**src/core/lrpf_cfg.svh**
```systemverilog
// constants for the receive phase recovery fifo: widths, rates, budgets
// assumes nothing; included by the package, the fifo top, the frequency limit module and every dv file
`ifndef LRPF_CFG_SVH
`define LRPF_CFG_SVH

// ***********************************************
// link and core geometry
// ***********************************************
`define LRPF_LINK_W 8
`define LRPF_LINK_MTS 1600
`define LRPF_CORE_MTS 200
`define LRPF_LINE_SLOTS (`LRPF_LINK_MTS / `LRPF_CORE_MTS)
`define LRPF_DEPTH 64

// ***********************************************
// separation budget, in transmit-rate slots except the sampling error (core clocks) and the async drift rate (ppm)
// ***********************************************
`define LRPF_DRIFT_SLOTS 2
`define LRPF_SKEW_CONST_SLOTS 1
`define LRPF_SKEW_VAR_SLOTS 1
`define LRPF_SAMPLE_ERR_RCLK 1
`define LRPF_SYNC_COMP_SLOTS 2
`define LRPF_ASYNC_PPM 2000

// ***********************************************
// frequency capability fields
// ***********************************************
`define LRPF_FREQ_W 4
`define LRPF_CAP_W 16

`endif

```
**src/core/lrpf_pkg.sv**
```systemverilog
// types shared by the receive phase recovery fifo and its helpers
// assumes lrpf_cfg.svh is on the include path
`include "lrpf_cfg.svh"

package lrpf_pkg;

   // clocking modes; code 2'h3 is unused and behaves like async
   typedef enum logic [1:0] {
      LRPF_MODE_SYNC = 2'h0,
      LRPF_MODE_PSEUDO = 2'h1,
      LRPF_MODE_ASYNC = 2'h2
   } lrpf_mode_e;

   // read side sequencing
   typedef enum logic [1:0] {
      LRPF_ST_IDLE = 2'h0,
      LRPF_ST_ARMED = 2'h1,
      LRPF_ST_RUN = 2'h2
   } lrpf_state_e;

   // one transmit-rate slot as stored in the fifo
   typedef struct packed {
      logic ctl;
      logic [`LRPF_LINK_W-1:0] data;
   } lrpf_slot_s;

   // one core-wide line, slot 0 in the low bits
   typedef struct packed {
      logic [`LRPF_LINE_SLOTS-1:0] ctl;
      logic [`LRPF_LINE_SLOTS*`LRPF_LINK_W-1:0] data;
   } lrpf_line_s;

endpackage

```
**src/core/lrpf_gray_sync.sv**
```systemverilog
// write pointer crossing: gray encode, two flop synchroniser, decode
// assumes bin_in comes from a flop of the writing side
`timescale 1ns/1ps

module lrpf_gray_sync import lrpf_pkg::*; #(
   parameter int W = 6
) (
   // clock, reset, enable
   input wire logic clk,
   input wire logic rst,
   input wire logic clk_en,
   // pointer in and out
   input wire logic [W-1:0] bin_in,
   output logic [W-1:0] bin_out
);

   logic [W-1:0] gray_q, gray_d;
   logic [W-1:0] meta_q, sync_q;

   // ***********************************************
   // encode and synchronise
   // ***********************************************
   // gray so a sample mid-change is off by one step at most
   always_comb begin
      gray_d = bin_in ^ (bin_in >> 1);
   end

   always_ff @(posedge clk) begin
      if (rst) begin
         gray_q <= '0;
         meta_q <= '0;
         sync_q <= '0;
      end else if (clk_en) begin
         gray_q <= gray_d;
         meta_q <= gray_q;
         sync_q <= meta_q;
      end
   end

   // ***********************************************
   // decode
   // ***********************************************
   always_comb begin
      bin_out[W-1] = sync_q[W-1];
      for (int i = W - 2; i >= 0; i--) begin
         bin_out[i] = bin_out[i+1] ^ sync_q[i];
      end
   end

endmodule

```
**src/core/lrpf_freq_cap.sv**
```systemverilog
// receive frequency limit from the capability vector
// assumes capability and programmed code are quasi-static
`timescale 1ns/1ps
`include "lrpf_cfg.svh"

module lrpf_freq_cap import lrpf_pkg::*; (
   // clock, reset, enable
   input wire logic clk,
   input wire logic rst,
   input wire logic clk_en,
   // configuration
   input wire logic [`LRPF_CAP_W-1:0] freq_capability,
   input wire logic [`LRPF_FREQ_W-1:0] programmed_link_frequency,
   // results
   output logic [`LRPF_FREQ_W-1:0] max_rx_freq_q,
   output logic freq_violation_q
);

   logic [`LRPF_FREQ_W-1:0] max_rx_freq_d;
   logic freq_violation_d;

   // ***********************************************
   // highest advertised code and the limit check
   // ***********************************************
   // empty vector counts as a violation: no safe rate exists
   always_comb begin
      max_rx_freq_d = '0;
      for (int i = 0; i < `LRPF_CAP_W; i++) begin
         if (freq_capability[i]) begin
            max_rx_freq_d = `LRPF_FREQ_W'(i);
         end
      end
      freq_violation_d = (freq_capability == '0)
         || (programmed_link_frequency > max_rx_freq_d);
   end

   always_ff @(posedge clk) begin
      if (rst) begin
         max_rx_freq_q <= '0;
         freq_violation_q <= 1'b0;
      end else if (clk_en) begin
         max_rx_freq_q <= max_rx_freq_d;
         freq_violation_q <= freq_violation_d;
      end
   end

endmodule

```
**src/core/lrpf_rx_phase_fifo.sv**
```systemverilog
// receive phase recovery fifo: link slots in, core-wide lines out
// assumes link inputs are synchronous to clk and toggle at most once a cycle
// assumes the far side holds its lines steady while clk_en is low
`timescale 1ns/1ps
`include "lrpf_cfg.svh"

module lrpf_rx_phase_fifo import lrpf_pkg::*; #(
   parameter int DEPTH = `LRPF_DEPTH
) (
   // clock, reset, enable
   input wire logic clk,
   input wire logic rst,
   input wire logic clk_en,
   // link side
   input wire logic forwarded_clock_input,
   input wire logic [`LRPF_LINK_W-1:0] incoming_command_data_lines,
   input wire logic incoming_control_line,
   // configuration
   input wire lrpf_mode_e clocking_mode,
   input wire logic [`LRPF_FREQ_W-1:0] programmed_link_frequency,
   input wire logic [`LRPF_CAP_W-1:0] freq_capability,
   input wire logic link_init,
   // core side
   input wire logic core_read_tick,
   output lrpf_line_s line_q,
   output logic line_valid_q,
   // status
   output logic init_done_q,
   output logic slip_hold_q,
   output logic underrun_q,
   output logic overrun_q,
   output logic mode_full_q,
   output logic [`LRPF_FREQ_W-1:0] max_rx_freq_q,
   output logic freq_violation_q
);

   localparam int AW = $clog2(DEPTH);
   localparam int LINE = `LRPF_LINE_SLOTS;
   // each term of the write-to-read budget, in transmit-rate slots
   localparam int DRIFT_I = 2 * `LRPF_DRIFT_SLOTS;
   localparam int SKEW_I = `LRPF_SKEW_CONST_SLOTS + `LRPF_SKEW_VAR_SLOTS;
   // one core clock of sampling error is one whole line of slots
   localparam int SAMPLE_I = `LRPF_SAMPLE_ERR_RCLK * LINE;
   // seven more slots so a full line is written before it is read
   localparam int FILL_I = LINE - 1;
   localparam int SEP_I = DRIFT_I + SKEW_I + SAMPLE_I + FILL_I;
   localparam logic [AW-1:0] WR2RD_SEP = AW'(SEP_I);
   localparam logic [AW-1:0] SYNC_COMP = AW'(`LRPF_SYNC_COMP_SLOTS);
   localparam logic [AW-1:0] LINE_A = AW'(LINE);
   // read-to-overwrite margin mirrors the write-to-read one
   localparam logic [AW-1:0] OVR_LIMIT = AW'(DEPTH - SEP_I);

   // ***********************************************
   // write side
   // ***********************************************
   lrpf_slot_s mem [DEPTH];
   lrpf_slot_s slot_in;
   logic fclk_q, fclk_d;
   logic [AW-1:0] wr_q, wr_d;
   logic wr_ev;

   // pack the link lines into one slot
   always_comb begin
      slot_in.ctl = incoming_control_line;
      slot_in.data = incoming_command_data_lines;
   end

   // each forwarded clock transition carries one slot (double data rate)
   always_comb begin
      fclk_d = forwarded_clock_input;
      wr_ev = forwarded_clock_input ^ fclk_q;
      wr_d = wr_q;
      if (link_init) begin
         wr_d = '0;
      end else if (wr_ev) begin
         wr_d = wr_q + AW'(1);
      end
   end

   always_ff @(posedge clk) begin
      if (rst) begin
         fclk_q <= 1'b0;
         wr_q <= '0;
      end else if (clk_en) begin
         fclk_q <= fclk_d;
         wr_q <= wr_d;
      end
   end

   // storage is not reset; pointers alone decide what is valid
   always_ff @(posedge clk) begin
      if (clk_en && wr_ev && !link_init) begin
         mem[wr_q] <= slot_in;
      end
   end

   // ***********************************************
   // pointer crossing and frequency check
   // ***********************************************
   logic [AW-1:0] wr_seen;

   lrpf_gray_sync #(
      .W(AW)
   ) u_wr_sync (
      .clk(clk),
      .rst(rst),
      .clk_en(clk_en),
      .bin_in(wr_q),
      .bin_out(wr_seen)
   );

   lrpf_freq_cap u_freq_cap (
      .clk(clk),
      .rst(rst),
      .clk_en(clk_en),
      .freq_capability(freq_capability),
      .programmed_link_frequency(programmed_link_frequency),
      .max_rx_freq_q(max_rx_freq_q),
      .freq_violation_q(freq_violation_q)
   );

   // ***********************************************
   // idle detection on the link lines
   // ***********************************************
   logic low_q, low_d;

   // one flop of sampling, part of the delay taken off the read pointer
   always_comb begin
      low_d = (incoming_command_data_lines == '0) && !incoming_control_line;
   end

   always_ff @(posedge clk) begin
      if (rst) begin
         low_q <= 1'b0;
      end else if (clk_en) begin
         low_q <= low_d;
      end
   end

   // ***********************************************
   // read side
   // ***********************************************
   lrpf_state_e st_q, st_d;
   lrpf_mode_e mode_q, mode_d;
   logic [AW-1:0] rd_q, rd_d;
   logic [AW-1:0] sep;
   lrpf_line_s gather, line_d;
   logic line_valid_d, init_done_d, slip_hold_d;
   logic underrun_d, overrun_d, mode_full_d;
   logic relaxed;
   logic place_go, hold_go, take_go;

   // gather the line that starts at the read pointer
   always_comb begin
      for (int i = 0; i < LINE; i++) begin
         gather.ctl[i] = mem[rd_q + AW'(i)].ctl;
         gather.data[i*`LRPF_LINK_W +: `LRPF_LINK_W] = mem[rd_q + AW'(i)].data;
      end
   end

   // ***********************************************
   // read decision
   // ***********************************************
   // one decision per enabled edge; a restart cancels every one of them
   always_comb begin
      sep = wr_seen - rd_q;
      // non-sync modes share one hold; 2000 ppm drift is far below one slip a line
      relaxed = (mode_q != LRPF_MODE_SYNC);
      place_go = 1'b0;
      hold_go = 1'b0;
      take_go = 1'b0;
      if (!link_init) begin
         if (st_q == LRPF_ST_ARMED) begin
            place_go = low_q;
         end
         if ((st_q == LRPF_ST_RUN) && core_read_tick) begin
            // sync mode relies on equal rates and never holds
            hold_go = relaxed && (sep < WR2RD_SEP);
            take_go = !hold_go;
         end
      end
   end

   // ***********************************************
   // pointer sequencing
   // ***********************************************
   // read pointer moves only at placement and by whole lines
   always_comb begin
      st_d = st_q;
      mode_d = mode_q;
      rd_d = rd_q;
      init_done_d = init_done_q;
      case (st_q)
         LRPF_ST_IDLE: begin
            st_d = LRPF_ST_IDLE;
         end
         LRPF_ST_ARMED: begin
            if (place_go) begin
               // centred between both extremes of first-edge timing
               rd_d = wr_seen - WR2RD_SEP - SYNC_COMP;
               init_done_d = 1'b1;
               st_d = LRPF_ST_RUN;
            end
         end
         LRPF_ST_RUN: begin
            if (take_go) begin
               // no other adjustment, so sync mode keeps its placement
               rd_d = rd_q + LINE_A;
            end
         end
         default: begin
            st_d = LRPF_ST_IDLE;
         end
      endcase
      // restart wins over everything, from any state
      if (link_init) begin
         st_d = LRPF_ST_ARMED;
         mode_d = clocking_mode;
         init_done_d = 1'b0;
      end
   end

   // mode is captured only at restart, never in mid-run
   always_ff @(posedge clk) begin
      if (rst) begin
         st_q <= LRPF_ST_IDLE;
         mode_q <= LRPF_MODE_SYNC;
         rd_q <= '0;
         init_done_q <= 1'b0;
      end else if (clk_en) begin
         st_q <= st_d;
         mode_q <= mode_d;
         rd_q <= rd_d;
         init_done_q <= init_done_d;
      end
   end

   // ***********************************************
   // line register
   // ***********************************************
   // loaded on a taken read; both pulses last one enabled cycle
   always_comb begin
      line_d = line_q;
      line_valid_d = take_go;
      slip_hold_d = hold_go;
      if (take_go) begin
         line_d = gather;
      end
   end

   // line stays until the next taken read
   always_ff @(posedge clk) begin
      if (rst) begin
         line_q <= '0;
         line_valid_q <= 1'b0;
         slip_hold_q <= 1'b0;
      end else if (clk_en) begin
         line_q <= line_d;
         line_valid_q <= line_valid_d;
         slip_hold_q <= slip_hold_d;
      end
   end

   // ***********************************************
   // status flags
   // ***********************************************
   // sticky until restart; a restart cancels the read, so no set can race it
   always_comb begin
      underrun_d = underrun_q;
      overrun_d = overrun_q;
      mode_full_d = mode_full_q;
      if (take_go && (sep < LINE_A)) begin
         underrun_d = 1'b1;
      end
      if (take_go && (sep > OVR_LIMIT)) begin
         overrun_d = 1'b1;
      end
      if (link_init) begin
         mode_full_d = (clocking_mode == LRPF_MODE_SYNC);
         underrun_d = 1'b0;
         overrun_d = 1'b0;
      end
   end

   // flags only register here
   always_ff @(posedge clk) begin
      if (rst) begin
         underrun_q <= 1'b0;
         overrun_q <= 1'b0;
         mode_full_q <= 1'b0;
      end else if (clk_en) begin
         underrun_q <= underrun_d;
         overrun_q <= overrun_d;
         mode_full_q <= mode_full_d;
      end
   end

endmodule

```
**config.mk**
```make
export PLATFORM = sky130hd
export DESIGN_NAME = lrpf_rx_phase_fifo
export DESIGN_NICKNAME = d
export VERILOG_FILES = /design/src/core/lrpf_pkg.sv /design/src/core/lrpf_gray_sync.sv /design/src/core/lrpf_freq_cap.sv /design/src/core/lrpf_rx_phase_fifo.sv
export VERILOG_INCLUDE_DIRS = /design/src /design/src/core
export SDC_FILE = /design/constraint.sdc
export NUM_CORES = 2
export LEC_CHECK = 0
export BUFFER_PORTS_ARGS = -buffer_cell sky130_fd_sc_hd__buf_2
export CAP_MARGIN = 10
export CORE_MARGIN = 2
export CORE_UTILIZATION = 55
export CTS_BUF_LIST = sky130_fd_sc_hd__clkbuf_8
export CTS_CLUSTER_DIAMETER = 200
export CTS_CLUSTER_SIZE = 10
export DETAILED_ROUTE_END_ITERATION = 6
export PLACE_DENSITY = 0.72
export REMOVE_ABC_BUFFERS = 1
export SYNTH_ARGS = -nofsm -noshare
export SYNTH_HDL_FRONTEND = slang
export SYNTH_SLANG_ARGS = --single-unit
```
**constraint.sdc**
```tcl
create_clock -name clk -period 7.6 [get_ports clk]
set_input_delay 0.38 -clock clk [delete_from_list [all_inputs] [get_ports clk]]
set_output_delay 0.38 -clock clk [all_outputs]
set_load 0.005 [all_outputs]
```
==> metrics.md <==
| Metric | Value |
|---|---|
| Final worst-path setup slack | around 2000 ps |
| Tightest Pin Transition | 1370 ps |
| CTS tree | yes |
| Via Count | approximately 36,000 |
| CP required | about 8300 ps |
| Hold_buf cts | 5 |
| Sequential element share of the synthesized area | a little over two fifths |
| Worst-Skew Late Latency | 790 ps |
| Share of cells above drive strength 1 | roughly a third |
| FF-to-FF End | line_q[33] |
| IO Port Bufs | between 100 and 150 |
| Final hold viol count | 0 |
| Initial antenna violation count | 24 |
| Most used DFF post-synth | edfxtp_1 |
| Mapped Area | between 40,000 and 50,000 µm² |
| Slew headroom | around 8% |
| Type of the worst min-delay path | in -> reg |
| Ports | 120 |
| CTS root buf | clkbuf_8 |
| Fin crit period | between 5000 and 6000 ps |
| Vias in the first global route | 33,500 |
| Leakage Power | ~16 nW |
| Violated checks | design-rule violations |
| Die H | 294 µm |
| Worst VDD drop | roughly 0.18 mV |
| Worst-path maximum fanout | 37 |
| Commonest non-fill, non-tap cell in the layout | mux4_2 |
| Post-route ant nets | 0 |
| Post-CTS setup buffers | 0 |
| # rows | between 100 and 150 |
| Area occupied by multi-input gates | approximately 25,000 µm² |
| CP Class | reg -> reg |
| Remaining DRCs | 2 |
| Largest net degree at the start of global routing | around 130 |
| Reg area | a little under 20,000 µm² |
| Number of synthesized register bits | a little under 700 |
| H-tree depth | 3 |
| Clock Tree Buf Depth | 3 |
| Gr ovfl total | 0 |
| Layout Cells excl Fill | 4,428 |
| Unique cell type count in the Yosys netlist | 77 |
| CTS resizes | 0 |
| Reg2reg start | u_wr_sync.sync_q[5] |
| Post-Place Setup Slack | between 2000 and 2500 ps |
| RSZ-0062 raised after global routing | no |
| Pwr Density | ~140 nW/µm² |
| Final Slew Violations | 0 |
| TritonCTS buffer count | slightly below 80 |
| Drt pass-1 iters | 7 |
| Synth warn | 0 |
| Status | finished with violations |
| Final HPWL DP | approximately 150 mm |
| Crit. Startpoint | u_wr_sync.sync_q[5] |
| Fillers | approximately 6,600 |
| Drt via density | about 8.1 |
| Area after DPL | approximately 48,000 µm² |
| Endpoints failing setup | 0 |
| Worst-path clk slew | about 80 ps |
| FFs w/ async S/R, synth | 0% |
| First-pass GRT wire length | about 270 mm |
| Core region area | about 84,000 µm² |
| Total Neg Setup Slack | 0 ps |
| Post-synth EDFFs | around 580 |
| TritonCTS Sinks | between 600 and 700 |
| Syn Area/Cell | ~14 µm² |
| F_max | around 0.18 GHz |
| Worst Reg-to-Reg Cells | 17 |
| Capture point of the worst path | line_q[33] |
| Wirelength per Cell | about 45 µm |
| Worst EP arrival | about 6300 ps |
| Total wire length | 199 mm |
| Starting Density | 55.5% |
| Overall Global Routing Usage | between 40% and 50% |
| Fin Clk Skew | 76.3 ps |
| Synth Instances | 3,236 |
| Layout Nets | 3,361 |
| Routability cong. | about 1.1 |
| Inst Count DP | around 4,300 |
| Worst setup EP type | flip-flop |
| Most frequent cells in the layout | mux4_2, edfxtp_1, nand2_1 |
| P&R area growth vs syn | 6.30% |
| Startpoint Class | flip-flop |
| Full die area | approximately 87,000 µm² |
| Die Wd | roughly 300 µm |
| Initial DRC Count | approximately 6,900 |
| Max cap viols | 0 |
| Fin area | 49,300 µm² |
| Post-route fraction of the period consumed by the critical path | between 70 and 80% |
| R2r setup slk | between 2000 and 2500 ps |
cells in the mapped netlist, types with 42 or more instances:
cell type    n  area share [%]
a21oi_1    137             1.5
a221oi_1    42            0.79
a22oi_1     85             1.4
a32o_1      65             1.4
buf_2       70            0.76
buf_4       54            0.87
buf_6       42             1.0
clkbuf_1    85            0.69
dfxtp_1    119             5.1
edfxtp_1   576              37
mux2i_1    193             4.2
mux4_2     646              31
nand2_1    401             3.2
nand3_1     57            0.62
nor2_1     152             1.2
o22ai_1     48            0.65
worst min path at each step:
stage                             to  slack, ps  depth (start not counted)        from
final                      mode_q[0]         50                          3   link_init
after global routing       mode_q[1]         50                          3   link_init
after CTS                  mode_q[0]          9                          3   link_init
after detailed placement  underrun_q        450                          2  underrun_q
after global placement    underrun_q        440                          2  underrun_q
after floorplan            mode_q[0]        430                          2   mode_q[0]
per-layer routing:
layer	vias up	routed length (µm)	global-route usage, %
met5	-	433	0
met3	642	32900	18.6
li1	13600	-	-
met1	18400	65900	59.1
met4	20	16500	30.8
met2	3413	83500	65.3
metrics by stage:
stage	power, mW	util [%]	hold slack, ps
after floorplan	4.24	-	430
after global placement	4.34	57.3	443
after detailed placement	4.35	57.3	450
after CTS	6.72	58.9	9.32
after global routing	6.86	59.0	53.9
final	6.72	59.0	45.5
worst max-delay path, stage by stage, from the launching register on:
cell and delay [ps]:
dfxtp_1 450, xor2_1 370, ha_1 370, ha_1 340
inv_1 70, ha_1 310, inv_1 70, ha_1 310
ha_1 220, fa_1 420, nand2b_1 160, a21oi_1 160
xnor2_1 170, a22oi_1 190, o21ai_4 300, and2_2 750
buf_4 550, a22o_1 230
flip-flops by register name (all words and copies together) (netlist names), 2 cells and up:
register,cells
u_wr_sync.sync_q,6
mem,576
line_q,72
u_wr_sync.meta_q,6
u_freq_cap.max_rx_freq_q,4
mode_q,2
u_wr_sync.gray_q,6
rd_q,6
st_q,2
wr_q,6
kinds of logic after synthesis:
family / share of synthesized area [%]
muxes: 36.5
and+or+nand+nor: 6.80
DFF: 42.4
AOI/OAI and AO/OA: 8.66
buffers and inverters: 3.77
xor gates and xnor gates: 0.869
adders and majority gates: 0.987
power by group:
group / switching (mW) / internal [mW] / leakage [nW]
Clock: 1.47 / 0.977 / 0.816
Combinational: 0.117 / 0.0311 / 8.77
Sequential: 0.00513 / 4.12 / 6.14
cell type report:
class	count	area share, %
diodes	14	0.0711
clock buffers	80	2.23
clock inverters	47	0.434
inverters	28	0.213
multi-input cells	2237	51.0
flip-flops and latches	695	39.9
well taps	1080	2.74
repair buffers	247	3.37
No activity file was read; power rests on OpenSTA's default activity.
